**config.mk**
```make
export PLATFORM = sky130hd
export DESIGN_NAME = mpc_clock_ctl
export DESIGN_NICKNAME = d
export VERILOG_FILES = /design/src/hw/mpc_pkg.sv /design/src/hw/mpc_clock_ctl.sv /design/src/hw/mpc_gate_cell.sv
export SDC_FILE = /design/constraint.sdc
export NUM_CORES = 1
export LEC_CHECK = 0
export ABC_AREA = 0
export BUFFER_PORTS_ARGS = -buffer_cell sky130_fd_sc_hd__buf_4
export CAP_MARGIN = 20
export CORE_MARGIN = 8
export CORE_UTILIZATION = 54
export CTS_CLUSTER_SIZE = 40
export DETAILED_ROUTE_END_ITERATION = 8
export PLACE_DENSITY = 0.91
export REMOVE_ABC_BUFFERS = 1
export SLEW_MARGIN = 5
export SYNTH_ARGS = -nofsm -noshare
export SYNTH_HDL_FRONTEND = slang
export SYNTH_SLANG_ARGS = --single-unit
```
**constraint.sdc**
```tcl
create_clock -name clk -period 2.6 [get_ports clk]
set_input_delay 0.13 -clock clk [delete_from_list [all_inputs] [get_ports clk]]
set_output_delay 0.13 -clock clk [all_outputs]
set_load 0.05 [all_outputs]
```
**src/hw/mpc_pkg.sv**
```systemverilog
// memory pll configuration and interface clock gate control: shared constants and types
// assumes a 32-bit apb slave on a single 50 MHz clock with active-low async reset
package mpc_pkg;

	// ----------------------------------------------------------------
	// register map
	// ----------------------------------------------------------------
	localparam int          PADDR_W          = 12;
	localparam logic [11:0] MEM_PLL_CFG_OFS  = 12'h04c;
	localparam logic [11:0] IF_SEL_GATE_OFS  = 12'h0f8;
	localparam logic [31:0] MEM_PLL_CFG_RST  = 32'h0010_0000;
	localparam logic [31:0] IF_SEL_GATE_RST  = 32'h0000_1800;

	// ----------------------------------------------------------------
	// memory pll config fields
	// ----------------------------------------------------------------
	localparam int DLL_OFF_POS  = 21;
	localparam int LOCK_POS     = 20;
	localparam int BYPASS_POS   = 19;
	localparam int RANGE_LSB    = 16;
	localparam int POST_DIV_LSB = 13;
	localparam int PRE_DIV_LSB  = 8;
	localparam int FB_DIV_LSB   = 0;
	localparam logic LOCK_RST   = 1'b1;

	// ----------------------------------------------------------------
	// interface gate / source select fields
	// ----------------------------------------------------------------
	localparam int NUM_IF       = 7;
	localparam int SEL_W        = 3;
	localparam int GATE_LSB     = 21;
	localparam int NUM_SRC      = 5;
	// interface index: bit = GATE_LSB + idx, select lsb = SEL_W * idx
	localparam int IDX_IF       = 0;
	localparam int IDX_DISPLAY  = 1;
	localparam int IDX_SENSOR   = 2;
	localparam int IDX_MEMORY   = 3;
	localparam int IDX_APP_PROC = 4;
	localparam int IDX_USB      = 5;
	localparam int IDX_TVOUT    = 6;

	typedef enum logic [2:0] {
		SRC_IF_PLL    = 3'h0,
		SRC_APP_PLL   = 3'h1,
		SRC_SYS_PLL   = 3'h2,
		SRC_IMAGE_PLL = 3'h3,
		SRC_MEM_PLL   = 3'h4
	} mpc_src_t;

	typedef struct packed {
		logic       dll_off;
		logic       bypass;
		logic [2:0] range;
		logic [2:0] post_div;
		logic [4:0] input_pre_divider;
		logic [7:0] feedback_divider;
	} mpc_pll_cfg_t;

	typedef struct packed {
		logic [NUM_IF-1:0]            gate;
		logic [NUM_IF-1:0][SEL_W-1:0] sel;
	} mpc_if_cfg_t;

endpackage : mpc_pkg

```
**src/hw/mpc_clock_ctl.sv**
```systemverilog
// memory pll configuration and interface clock gate control, apb slave
// assumes apb master synchronous to clk; pll lock and source ticks synchronous to clk
// Operation
// - delay-line power-down bit set holds ddr dlls powered down; resets to zero.
// - memory pll lock shown as read-only bit; writes to it ignored.
// - synthesizer power-down bit powers pll down and bypasses the reference.
// - post, pre and feedback dividers drive pll configuration; all reset zero.
// - one gating cell per interface, between selected source and its divider.
// - gate bit zero passes the clock; one blocks it; resets to zero.
// - source select codes: interface, application, system, image, memory pll.
//
// The APB register port was left to the implementer.
`timescale 1ns/1ps
module mpc_clock_ctl
	import mpc_pkg::*;
(
	// clock and reset
	input  wire logic               clk,
	input  wire logic               arst_n,
	// apb slave
	input  wire logic               psel,
	input  wire logic               penable,
	input  wire logic               pwrite,
	input  wire logic [PADDR_W-1:0] paddr,
	input  wire logic [31:0]        pwdata,
	input  wire logic [3:0]         pstrb,
	output logic [31:0]             prdata,
	output logic                    pready,
	output logic                    pslverr,
	// memory pll
	input  wire logic               mem_pll_locked,
	output mpc_pll_cfg_t            mem_pll_cfg,
	output logic                    ddr_dll_power_down,
	output logic                    mem_pll_power_down,
	// interface clocks
	input  wire logic [NUM_SRC-1:0] src_tick,
	output logic [NUM_IF-1:0]       if_gate,
	output logic [NUM_IF-1:0]       if_clk_tick
);

	// ----------------------------------------------------------------
	// state
	// ----------------------------------------------------------------
	mpc_pll_cfg_t      pll_cfg_r;
	mpc_pll_cfg_t      pll_cfg_nxt;
	mpc_if_cfg_t       if_cfg_r;
	mpc_if_cfg_t       if_cfg_nxt;
	logic              lock_r;
	logic              lock_nxt;
	logic [31:0]       prdata_r;
	logic [31:0]       prdata_nxt;
	logic              pready_r;
	logic              pready_nxt;
	logic              pslverr_r;
	logic              pslverr_nxt;
	logic              dll_pd_r;
	logic              dll_pd_nxt;
	logic              pll_pd_r;
	logic              pll_pd_nxt;
	logic [31:0]       pll_word;
	logic [31:0]       if_word;
	logic [31:0]       wr_word;
	logic [31:0]       wmask;
	logic              hit_pll;
	logic              hit_if;
	logic              wr_commit;

	// ----------------------------------------------------------------
	// register images
	// ----------------------------------------------------------------
	always_comb begin
		pll_word                                  = 32'h0000_0000;
		pll_word[DLL_OFF_POS]                     = pll_cfg_r.dll_off;
		pll_word[LOCK_POS]                        = lock_r;
		pll_word[BYPASS_POS]                      = pll_cfg_r.bypass;
		pll_word[RANGE_LSB +: 3]                  = pll_cfg_r.range;
		pll_word[POST_DIV_LSB +: 3]               = pll_cfg_r.post_div;
		pll_word[PRE_DIV_LSB +: 5]                = pll_cfg_r.input_pre_divider;
		pll_word[FB_DIV_LSB +: 8]                 = pll_cfg_r.feedback_divider;
		if_word                                   = 32'h0000_0000;
		if_word[GATE_LSB +: NUM_IF]               = if_cfg_r.gate;
		if_word[NUM_IF*SEL_W-1:0]                 = if_cfg_r.sel;
	end

	// ----------------------------------------------------------------
	// apb decode
	// ----------------------------------------------------------------
	always_comb begin
		hit_pll   = (paddr == MEM_PLL_CFG_OFS);
		hit_if    = (paddr == IF_SEL_GATE_OFS);
		wr_commit = psel && penable && pready_r && pwrite && !pslverr_r;
		for (int b = 0; b < 4; b++) begin
			wmask[b*8 +: 8] = {8{pstrb[b]}};
		end
	end

	// a setup cycle prepares the answer so that the access phase completes at once
	always_comb begin
		pready_nxt  = psel && !penable && !pready_r;
		pslverr_nxt = pslverr_r;
		prdata_nxt  = prdata_r;
		if (psel && !penable) begin
			pslverr_nxt = !(hit_pll || hit_if);
			if (pwrite) begin
				prdata_nxt = 32'h0000_0000;
			end else if (hit_pll) begin
				prdata_nxt = pll_word;
			end else if (hit_if) begin
				prdata_nxt = if_word;
			end else begin
				prdata_nxt = 32'h0000_0000;
			end
		end else if (pready_r) begin
			pslverr_nxt = 1'b0;
		end
	end

	always_ff @(posedge clk or negedge arst_n) begin
		if (!arst_n) begin
			prdata_r  <= 32'h0000_0000;
			pready_r  <= 1'b0;
			pslverr_r <= 1'b0;
		end else begin
			prdata_r  <= prdata_nxt;
			pready_r  <= pready_nxt;
			pslverr_r <= pslverr_nxt;
		end
	end

	// ----------------------------------------------------------------
	// memory pll configuration register
	// ----------------------------------------------------------------
	always_comb begin
		pll_cfg_nxt = pll_cfg_r;
		wr_word     = (pll_word & ~wmask) | (pwdata & wmask);
		if (wr_commit && hit_pll) begin
			// lock bit is not writable
			pll_cfg_nxt.dll_off           = wr_word[DLL_OFF_POS];
			pll_cfg_nxt.bypass            = wr_word[BYPASS_POS];
			pll_cfg_nxt.range             = wr_word[RANGE_LSB +: 3];
			pll_cfg_nxt.post_div          = wr_word[POST_DIV_LSB +: 3];
			pll_cfg_nxt.input_pre_divider = wr_word[PRE_DIV_LSB +: 5];
			pll_cfg_nxt.feedback_divider  = wr_word[FB_DIV_LSB +: 8];
		end
		lock_nxt   = mem_pll_locked;
		dll_pd_nxt = pll_cfg_nxt.dll_off;
		pll_pd_nxt = pll_cfg_nxt.bypass;
	end

	always_ff @(posedge clk or negedge arst_n) begin
		if (!arst_n) begin
			pll_cfg_r.dll_off           <= MEM_PLL_CFG_RST[DLL_OFF_POS];
			pll_cfg_r.bypass            <= MEM_PLL_CFG_RST[BYPASS_POS];
			pll_cfg_r.range             <= MEM_PLL_CFG_RST[RANGE_LSB +: 3];
			pll_cfg_r.post_div          <= MEM_PLL_CFG_RST[POST_DIV_LSB +: 3];
			pll_cfg_r.input_pre_divider <= MEM_PLL_CFG_RST[PRE_DIV_LSB +: 5];
			pll_cfg_r.feedback_divider  <= MEM_PLL_CFG_RST[FB_DIV_LSB +: 8];
			lock_r                      <= LOCK_RST;
			dll_pd_r                    <= MEM_PLL_CFG_RST[DLL_OFF_POS];
			pll_pd_r                    <= MEM_PLL_CFG_RST[BYPASS_POS];
		end else begin
			pll_cfg_r <= pll_cfg_nxt;
			lock_r    <= lock_nxt;
			dll_pd_r  <= dll_pd_nxt;
			pll_pd_r  <= pll_pd_nxt;
		end
	end

	// ----------------------------------------------------------------
	// interface gate and source select register
	// ----------------------------------------------------------------
	always_comb begin
		if_cfg_nxt = if_cfg_r;
		if (wr_commit && hit_if) begin
			if_cfg_nxt.gate = ((if_word[GATE_LSB +: NUM_IF] & ~wmask[GATE_LSB +: NUM_IF])
				| (pwdata[GATE_LSB +: NUM_IF] & wmask[GATE_LSB +: NUM_IF]));
			if_cfg_nxt.sel  = ((if_word[NUM_IF*SEL_W-1:0] & ~wmask[NUM_IF*SEL_W-1:0])
				| (pwdata[NUM_IF*SEL_W-1:0] & wmask[NUM_IF*SEL_W-1:0]));
		end
	end

	always_ff @(posedge clk or negedge arst_n) begin
		if (!arst_n) begin
			if_cfg_r.gate <= IF_SEL_GATE_RST[GATE_LSB +: NUM_IF];
			if_cfg_r.sel  <= IF_SEL_GATE_RST[NUM_IF*SEL_W-1:0];
		end else begin
			if_cfg_r <= if_cfg_nxt;
		end
	end

	// ----------------------------------------------------------------
	// gating cells
	// ----------------------------------------------------------------
	for (genvar i = 0; i < NUM_IF; i++) begin : g_cell
		mpc_gate_cell u_cell (
			.clk      (clk),
			.arst_n   (arst_n),
			.src_tick (src_tick),
			.sel      (if_cfg_r.sel[i]),
			.gate     (if_cfg_r.gate[i]),
			.tick_r   (if_clk_tick[i])
		);
	end

	// ----------------------------------------------------------------
	// outputs
	// ----------------------------------------------------------------
	assign prdata             = prdata_r;
	assign pready             = pready_r;
	assign pslverr            = pslverr_r;
	assign mem_pll_cfg        = pll_cfg_r;
	assign ddr_dll_power_down = dll_pd_r;
	assign mem_pll_power_down = pll_pd_r;
	assign if_gate            = if_cfg_r.gate;

endmodule : mpc_clock_ctl

```
**src/hw/mpc_gate_cell.sv**
```systemverilog
// one interface clock gating cell behind a pll source selector
// assumes source clocks arrive as synchronous one-cycle ticks on clk
`timescale 1ns/1ps
module mpc_gate_cell
	import mpc_pkg::*;
(
	// clock and reset
	input  wire logic               clk,
	input  wire logic               arst_n,
	// source ticks and control
	input  wire logic [NUM_SRC-1:0] src_tick,
	input  wire logic [SEL_W-1:0]   sel,
	input  wire logic               gate,
	// gated tick toward the divider
	output logic                    tick_r
);

	logic tick_nxt;

	// ----------------------------------------------------------------
	// select and gate
	// ----------------------------------------------------------------
	always_comb begin
		tick_nxt = 1'b0;
		// codes above the memory pll select nothing
		if (!gate && (sel <= SRC_MEM_PLL)) begin
			tick_nxt = src_tick[sel];
		end
	end

	always_ff @(posedge clk or negedge arst_n) begin
		if (!arst_n) begin
			tick_r <= 1'b0;
		end else begin
			tick_r <= tick_nxt;
		end
	end

endmodule : mpc_gate_cell

```
### Word level (Yosys, flattened, before mapping)

Index checks and enable logic that the tools add are counted.

* flip-flop bits (word level): 91
* bits in latches: 0
* bits in writable memories: 0
* bits in read-only memories: 0
* input port bits: 59
* output and inout bits: 71
* logic and storage cells: 107
* memories kept: 0

* add/sub/neg operators: 0
* multiply operators: 0
* divide/modulo/power cells: 0
* $lt $le $gt $ge: 14
* equality and inequality tests: 2
* shifts and indexed selects: 0
* multiplexer cells: 26
* bitwise gates (word level): 12
* reduce and logical (&&, ||, !) cells: 28

Operator list (count)
* 28-bit 2-to-1 mux: 3
* 22-bit bitwise AND: 2
* 21-bit bitwise AND: 2
* 3-bit by 4-bit < comparator with 1-bit output (second input constant): 7
* 22-bit NOT: 1
* 22-bit bitwise OR: 1
* 1-bit binary-select mux with 3-bit select: 7
* 3-bit less-or-equal comparator (second input constant): 7
* 21-bit NOT: 1
* 21-bit bitwise OR: 1
* 1-bit 2-to-1 mux: 16
* 1-bit logical AND: 15
* 7-bit bitwise AND: 2
* 12-bit by 7-bit == test with 1-bit output (second input constant): 1
* 12-bit by 8-bit == test with 1-bit output (second input constant): 1
* 1-bit zero test: 11
* 7-bit NOT: 1
* 7-bit bitwise OR: 1
* 2-bit nonzero test: 1
* 1-bit logical OR: 1

### Logic depth before layout (Yosys ltp)

Gate-level depths: netlist (run 1).

* word-level depth: 5
* depth in mapped cells: 4
* gate-level depth less buffers: 4

### Cells and area by module

A second synthesis (run 1) with hierarchy kept.

* cells, all modules: 280
* area, all modules: 4002.6 µm²

Modules (own cells, without submodules)
* mpc_clock_ctl: times used 1, cells an instance 231, area each 3415.8 µm², seq. area each 2005.7 µm²
* mpc_gate_cell: times used 7, cells an instance 7, area each 83.8 µm², seq. area each 25.0 µm²

### Least setup slack after synthesis (run 1)

Ideal clock, no wire load.

* kind: flip-flop to flip-flop
* start: register pslverr_r, in the netlist pslverr
* end: register with a tool-made name
* library setup time: 125 ps
* arrival time: 1878 ps
* required time: 2475 ps
* slack: 597 ps
* stages on the path, launching flop included: 5
* buffers on the path: 0
* clock period less this slack: 2003 ps
* cells stage by stage: dfrtp_1 > or3_1 > nor4_2 > nand3_1 > mux2_2

RTL lines
* from (decl): line mpc_clock_ctl.sv:54 `logic pslverr_r;`
* from (signal assigned): line mpc_clock_ctl.sv:126 `pslverr_r <= pslverr_nxt;`

==> results by group, run 1 <==
Final layout
  – Antenna Cells: 0
  – Share of cells above drive strength 1: between 50% and 60%
  – Finished Core Util: between 70 and 80%
  – FILL cells: roughly 520
  – Synth-to-Final Area Change: 31.6%
  – # nets final: between 400 and 500

STA
  – TNS Setup: 0 ns
  – Final period util: between 80 and 90%
  – Final hold vios: 0
  – Final min period: between 2 and 2.5 ns
  – Worst Clk Skew: between 0.007 and 0.008 ns
  – Max Freq: between 0.4 and 0.5 GHz
  – Final WS setup: 0.464 ns
  – Worst slew pin tran: 0.804 ns
  – Final setup violating endpoints: 0
  – Slew headroom: approximately 46%
  – Final max-slew violation count: 0
  – Hold WS: 0.0167 ns
  – RSZ-0062 raised after global routing: false

Route
  – DR iter-0 viols: ~140
  – Detailed-route DRC error count: 0
  – DRT antenna net count: 0
  – Routed wire per std cell: between 15 and 20 um
  – Routed via count: a little under 3,000
  – Vias per cell: around 5.6
  – Router iterations before antenna repair: 4
  – Final WL: about 10,000 um

Synthesis
  – Sequential element share of the synthesized area: a little under three fifths
  – Ranking of synthesized cells by area: dfrtp_1 54%, mux2_2 14%, a22oi_1 4.3%
  – Mux cell area share after synthesis: about a fifth
  – XOR/XNOR Fraction of Synth Area: 0%
  – Most common cell in the netlist: dfrtp_1
  – Compound-Gate Fraction of Synth Area: 8.73%
  – Top cells by count, synth: 84 x dfrtp_1, 49 x mux2_2, 23 x o21ai_0
  – Yosys warns: 0
  – Ys flop type: dfrtp_1
  – Largest family of logic cells by synthesized area: multiplexers
  – Avg Inst Size Synth: between 10 and 15 um2
  – Synth top area share: a little over half
  – Post-synthesis cell count: 294
  – Post-synth EDFFs: 0
  – Post-Synth Adder-Cell Area: 0%
  – Simple-Gate Fraction of Synth Area: ~10%
  – Seq cells post-synth: 87
  – Distinct cells, synth: 31
  – Synthesized cell area: between 0.003 and 0.004 mm2
  – Async S/R FF share, synth: 100%
  – Leading area contributor after synthesis: dfrtp_1

Critical path
  – Setup slack, reg-to-reg: ~0.46 ns
  – R2R depth: 4
  – Critical Path AT: about 2.4 ns
  – FF-to-FF Start: pslverr$_DFFE_PN0P_
  – Largest stage delay on the critical path: 0.47 ns
  – Req. time, crit path: around 2.8 ns
  – Crit path cell chain: or3_1 -> nor4_2 -> nand3_1 -> mux2_2
  – Crit-path leading delay family: simple AND/OR/NAND/NOR gates
  – Worst-path fanout max: 8
  – CP Launch Point: pslverr$_DFFE_PN0P_
  – Instance count on the critical path: 4
  – CP max-delay cell: nand3_1
  – Worst Setup End Kind: flip-flop
  – Critical path type: reg2reg
  – CP startpoint kind: flip-flop
  – Buf/Inv on CP: 0

Place
  – GP Congestion: about 0.83
  – Dpl ws: about 0.47 ns
  – Hpwl dp: 7290 um
  – Input/output buffers: between 100 and 150

Clock network
  – CTS tree: built
  – Post-cts resize count: 0
  – Clk_lat worst skew: around 0.35 ns
  – CTS buffer count: 9
  – Clock net sink count: a little under 90
  – Maximum clock path buffer count: 2
  – Number of H-tree levels: 3
  – Worst-path clk slew: about 0.08 ns
  – Clock Tree Root: clkbuf_8
  – Post-CTS setup buffers: 0

Die
  – Ports: 130
  – Core Rows: 31
  – DIE AREA: a little over 0.01 mm2
  – Die W: 101 um
  – Die height: 101 um
  – Starting density of the core: about 55%
  – Core ar.: 0.00710 mm2

GRT
  – GRT Util Overall: 20.1%
  – Maximum number of pins on one net before global-route repair: 88
  – Initial antenna violation count: 0
  – Vias in the first global route: ~3,100
  – Gr ovfl total: 0
  – First-pass GRT wire length: 15,800 um

Job
  – Max-cap viol count: 0

Power and ir drop
  – Leak: approximately 2.5 nW
  – Maximum vdd drop: between 0.4 and 0.5 mV
  – Power per Cell Area: 520 mW/mm2

Run status
  – Status: completed

Worst hold path
  – Worst hold path class: in2reg
worst min path at each step:
stage	from	end	slack, ns	cells past startpoint
after CTS	pwdata[26]	flip-flop	0.0002	2
final	pwdata[26]	flip-flop	0.02	2
after detailed placement	mem_pll_locked	lock_r$_DFF_PN1_	0.24	1
after global routing	pwdata[12]	flip-flop	0.002	2
after global placement	mem_pll_locked	lock_r$_DFF_PN1_	0.25	1
after floorplan	arst_n	asynchronous set/reset pin	-0.17	0
worst reg2reg max path, delay by kind of cell (launching register included):
kind | cells | cell delay, ns
simple gates | 3 | 1.18
mux | 1 | 0.44
flops | 1 | 0.39
final cells by class:
type / count / area, um2 / area share (%)
tap: 99 / 124 / 2.43
clock inverter: 6 / 91.3 / 1.79
sequential: 87 / 2180 / 42.8
multi-input combinational: 181 / 1520 / 29.9
timing repair buffer: 133 / 1040 / 20.3
clock buffer: 10 / 138 / 2.70
per-layer routing:
| metal | routed length, um | track usage [%] | up-vias | part of all wire [%] |
|---|---|---|---|---|
| li1 | - | - | 1300 | - |
| met1 | 4070 | 24.1 | 1471 | 40 |
| met2 | 5160 | 34.0 | 115 | 51 |
| met3 | 793 | 5.39 | 13 | 7.8 |
| met4 | 127 | 6.86 | 0 | 1.3 |
| met5 | 0 | 0 | - | 0 |
power breakdown:
part           internal [W]  switching (W)  leakage [nW]
registers           0.00136     0.00000417          1.19
logic             0.0000963       0.000136          1.18
clock network      0.000574       0.000479         0.117
placed cells by master, fill, tap and decap left out:
master         synthesis  final
a21oi_1                1      1
a22o_1                 6      6
a22oi_1               22     22
and4b_1                1      1
buf_16                 0      1
buf_4                 20    125
bufinv_16              0      2
clkbuf_8               0     10
clkinv_2               0      1
clkinv_4               0      1
conb_1                 1      4
dfrtp_1               84     84
dfstp_2                3      3
dlygate4sd3_1          0      7
inv_6                  0      2
mux2_2                49     49
mux2i_1                7      7
mux4_2                 7      7
nand2_1               22     22
nand2b_1               1      1
nand3_1                5      5
nand3_2                1      1
nand3_4                2      2
nand3b_1               1      1
nand4_1                2      2
nand4b_1               1      1
nand4bb_1              1      1
nor2_1                10     10
nor2_2                 1      1
nor3b_1                8      8
nor4_2                 1      1
nor4_4                 1      1
nor4b_2                0      1
nor4bb_1               1      1
o21ai_0               23     23
or3_1                  1      1
or4b_4                 1      1
through the flow:
stage,cell area (um2),power (W),std cells
3_5_place_dp,4770,0.00161,492
5_1_grt,5090,0.00275,516
3_3_place_gp,4770,0.00161,492
6_report,5090,0.00265,516
4_1_cts,5020,0.00266,510
2_1_floorplan,3700,0.00147,268
cell families after synthesis:
logic type             count (synthesis)
AOI/OAI and AO/OA                     52
buffers and inverters                 29
DFF                                   87
muxes                                 63
other                                  1
and+or+nand+nor                       62
what timing repair did:
| action | 4_1_cts | 5_1_grt |
|---|---|---|
| endpoints found under the setup margin | 0 | 0 |
| hold endpoints to repair | 2 | 25 |
| hold buffers | 2 | 5 |
Power figures use the tool's default switching activity.
==> run 2, diff against run 1 <==
ABC_AREA = 1   (was 0)
CORE_UTILIZATION = 48   (was 54)
PLACE_DENSITY = 0.83   (was 0.91)
clock period = 1.9 ns   (was 2.6 ns; I/O delays follow)
==> run 2 against run 1 <==
Compared with the run above: critical path depth up 2; sequential power up 36%; clock power up 53%; die area up 30%; clock skew up 0.0094 ns; design area up 19%; sequential cell count unchanged; via count up 58%; synthesized cell count up 110%; critical path type unchanged; largest cell class unchanged; core utilization down 8.9 points; combinational power up 63%; clock-buffer cell count up 1.
==> results by group, run 2 <==
Run status
  – Status: completed

Route
  – DR iter-0 viols: 495 (+260%)
  – Routed via count: 4,592 (+58%)
  – Detailed-route DRC error count: 0 (unchanged)
  – Router iterations before antenna repair: 7 (+3)
  – DRT antenna net count: 0 (unchanged)
  – Final WL: 13,400 um (+32%)
  – Vias per cell: 5.27 (-6.3%)
  – Routed wire per std cell: 15.4 um (-22%)

Die
  – Starting density of the core: 48.7% (-5.9 points)
  – DIE AREA: 0.0132 mm2 (+30%)
  – Core ar.: 0.00964 mm2 (+36%)
  – Ports: 130 (unchanged)
  – Die height: 115 um (+14%)
  – Die W: 115 um (+14%)
  – Core Rows: 36 (+16%)

Power and ir drop
  – Combinational share of power: 9.8% (+1.1 points)
  – Clk pwr share: 41.7% (+2.0 points)
  – Internal power: 0.00296 W (+46%)
  – Leak: 3.35 nW (+35%)
  – Power per Cell Area: 637 mW/mm2 (+22%)
  – Sequential power share: 48.5% (-3.0 points)
  – Psw: 0.000898 W (+45%)
  – Switching Share: 23.3% (-0.036 points)
  – Maximum vdd drop: 0.410 mV (+1.9%)

Clock network
  – CTS buffer count: 9 (unchanged)
  – Maximum clock path buffer count: 2 (unchanged)
  – Worst-path clk slew: 0.09 ns (about the same)
  – Clock net sink count: 87 (unchanged)
  – CTS tree: built
  – Clk_lat worst skew: 0.36 ns (about the same)
  – Number of H-tree levels: 3 (unchanged)
  – Clock Tree Root: clkbuf_8
  – Post-CTS setup buffers: 0 (unchanged)

Worst hold path
  – Worst hold path class: in2reg

Critical path
  – Worst-path fanout max: 56 (+48)
  – Critical path type: reg2reg
  – Req. time, crit path: 2.15 ns (-0.68 ns)
  – Worst Setup End Kind: flip-flop
  – Critical Path AT: 1.76 ns (-0.61 ns)
  – CP startpoint kind: flip-flop

Synthesis
  – Yosys warns: 0 (unchanged)
  – Ranking of synthesized cells by area: dfrtp_1 45%, nand2_1 19%, nand4_1 6.5%
  – Leading area contributor after synthesis: dfrtp_1
  – Seq cells post-synth: 87 (unchanged)
  – Most common cell in the netlist: nand2_1
  – Avg Inst Size Synth: 7.59 um2 (-42%)
  – Sequential element share of the synthesized area: 46.5% (-9.8 points)
  – Synth top area share: 44.8% (-9.5 points)
  – Post-synthesis cell count: 618 (+110%)
  – Distinct cells, synth: 24 (-23%)
  – Async S/R FF share, synth: 100% (unchanged)
  – Ys flop type: dfrtp_1
  – Top cells by count, synth: 232 x nand2_1, 84 x dfrtp_1, 75 x inv_1
  – Post-synth EDFFs: 0 (unchanged)
  – Synthesized cell area: 0.00469 mm2 (+21%)

Place
  – Input/output buffers: 121 (unchanged)
  – GP Congestion: 0.918 (+10%)
  – Placed Instance Area: 0.00558 mm2 (+17%)
  – Cells after DPL: 834 (+70%)
  – Hpwl dp: 9640 um (+32%)

Final layout
  – Area of the multi-input gates: 0.00193 mm2 (+26%)
  – Synth-to-Final Area Change: 29.1%
  – Commonest non-fill, non-tap cell in the layout: nand2_1
  – FILL cells: 830 (+59%)
  – Sequential cell area: 0.00218 mm2 (unchanged)
  – Most frequent cells in the layout: 232 x nand2_1, 128 x buf_4, 84 x dfrtp_1
  – Final cell count without fillers: 872 (+69%)
  – # nets final: 793 (+68%)
  – Antenna Cells: 0 (unchanged)
  – Post-layout instance area: 0.00605 mm2 (+19%)
  – Share of cells above drive strength 1: 22.6% (-28 points)

STA
  – RSZ-0062 raised after global routing: false
  – Final setup violating endpoints: 0 (unchanged)
  – Final max-slew violation count: 0 (unchanged)
  – Slew headroom: 55.0% (+8.6 points)
  – Final min period: 1.51 ns (-0.626 ns)
  – Worst Clk Skew: 0.0168 ns (+0.00945 ns)
  – Max Freq: 0.662 GHz (+41%)
  – Final hold vios: 0 (unchanged)
  – Final period util: 79.5% (-2.7 points)
  – Worst slew pin tran: 0.673 ns (-0.131 ns)

GRT
  – Initial antenna violation count: 0 (unchanged)
  – Vias in the first global route: 4,388 (+42%)
  – GRT Util Overall: 20.3% (+0.18 points)
  – First-pass GRT wire length: 21,500 um (+36%)
  – Maximum number of pins on one net before global-route repair: 57 (-35%)
  – Gr ovfl total: 0 (unchanged)

Job
  – Max-cap viol count: 0 (unchanged)
[run 2: cell types whose count changed in the layout (fill, tap and decap cells not counted), sizes merged, moves of 15 or more]
cell         delta
nand2         +212
inv            +74
mux2           -49
nand3          +53
a22oi          -22
dlygate4sd3    +15
nand4          +47
[run 2: layout make-up]
| cell class | count | share of cell area (%) |
|---|---|---|
| Tap cell | 133 | 2.75 |
| Sequential cell | 87 | 36.0 |
| Clock buffer | 11 | 2.50 |
| Multi-Input combinational cell | 407 | 31.8 |
| Inverter | 76 | 4.71 |
| Clock inverter | 5 | 1.72 |
| Timing Repair Buffer | 153 | 20.5 |
[run 2: kinds of logic (layout without fill, tap and decap cells)]
kind of cell	after synthesis	after routing	share of synthesized area, %
AO/OA/AOI/OAI	36	36	4.59
buffers and inverters	127	245	12.8
other	1	4	0.0800
AND/OR/NAND/NOR	367	367	36.0
flip-flops	87	87	46.5
[run 2: path summary, 6_finish.rpt]
path                                        startpoint                    endpoint  slack [ns]  cells after the start
worst max-delay path                  pready$_DFF_PN0_                   flip-flop        0.39                      6
worst min-delay path                         pwdata[0]                   flip-flop       0.007                      3
worst max register to register        pready$_DFF_PN0_                   flip-flop        0.39                      6
worst min register to register  prdata[18]$_DFFE_PN0P_      prdata[18]$_DFFE_PN0P_        0.49                      2
max in group asynchronous                       arst_n            lock_r$_DFF_PN1_        0.92                      3
min in group asynchronous                       arst_n  asynchronous set/reset pin        0.27                      2
[run 2: timing repair]
action	4_1_cts	5_1_grt
gates resized for setup	0	0
hold buffers	21	1
hold endpoints to repair	66	1
[run 2: routing by layer]
layer / share of wire [%] / GRT usage, % / vias up
met2: 47 / 32.2 / 231
met1: 42 / 26.5 / 2133
met5: 0 / 0 / -
met3: 8.5 / 3.89 / 30
li1: - / - / 2198
met4: 2.5 / 8.93 / 0
[run 2: power by group through the flow]
stage                     sequential [W]  clock, W  combinational [W]
after floorplan                  0.00195         0          0.0000909
after CTS                        0.00187   0.00161           0.000375
final                            0.00187   0.00161           0.000379
after global routing             0.00187   0.00169           0.000413
after global placement           0.00191         0           0.000332
after detailed placement         0.00191         0           0.000339
[run 2: critical path, stage by stage, from the launching register on]
cell	delay [ns]
dfrtp_1	0.40
nand3_1	0.13
nor3_4	0.17
buf_12	0.26
nand3_2	0.23
nand2_1	0.12
nand2_1	0.05
[run 2: stage by stage]
step | TNS (ns) | hold WS, ns | total power, W | util (%) | setup slack (ns)
global route | 0 | 0.0146 | 0.00398 | 62.8 | 0.244
CTS | 0 | 0.000369 | 0.00386 | 62.7 | 0.404
detailed placement | 0 | 0.137 | 0.00225 | 57.9 | 0.285
floorplan | -60.55 | -0.201 | 0.00204 | - | -1.31
global placement | 0 | 0.127 | 0.00224 | 57.9 | 0.354
finish | 0 | 0.00690 | 0.00386 | 62.8 | 0.390
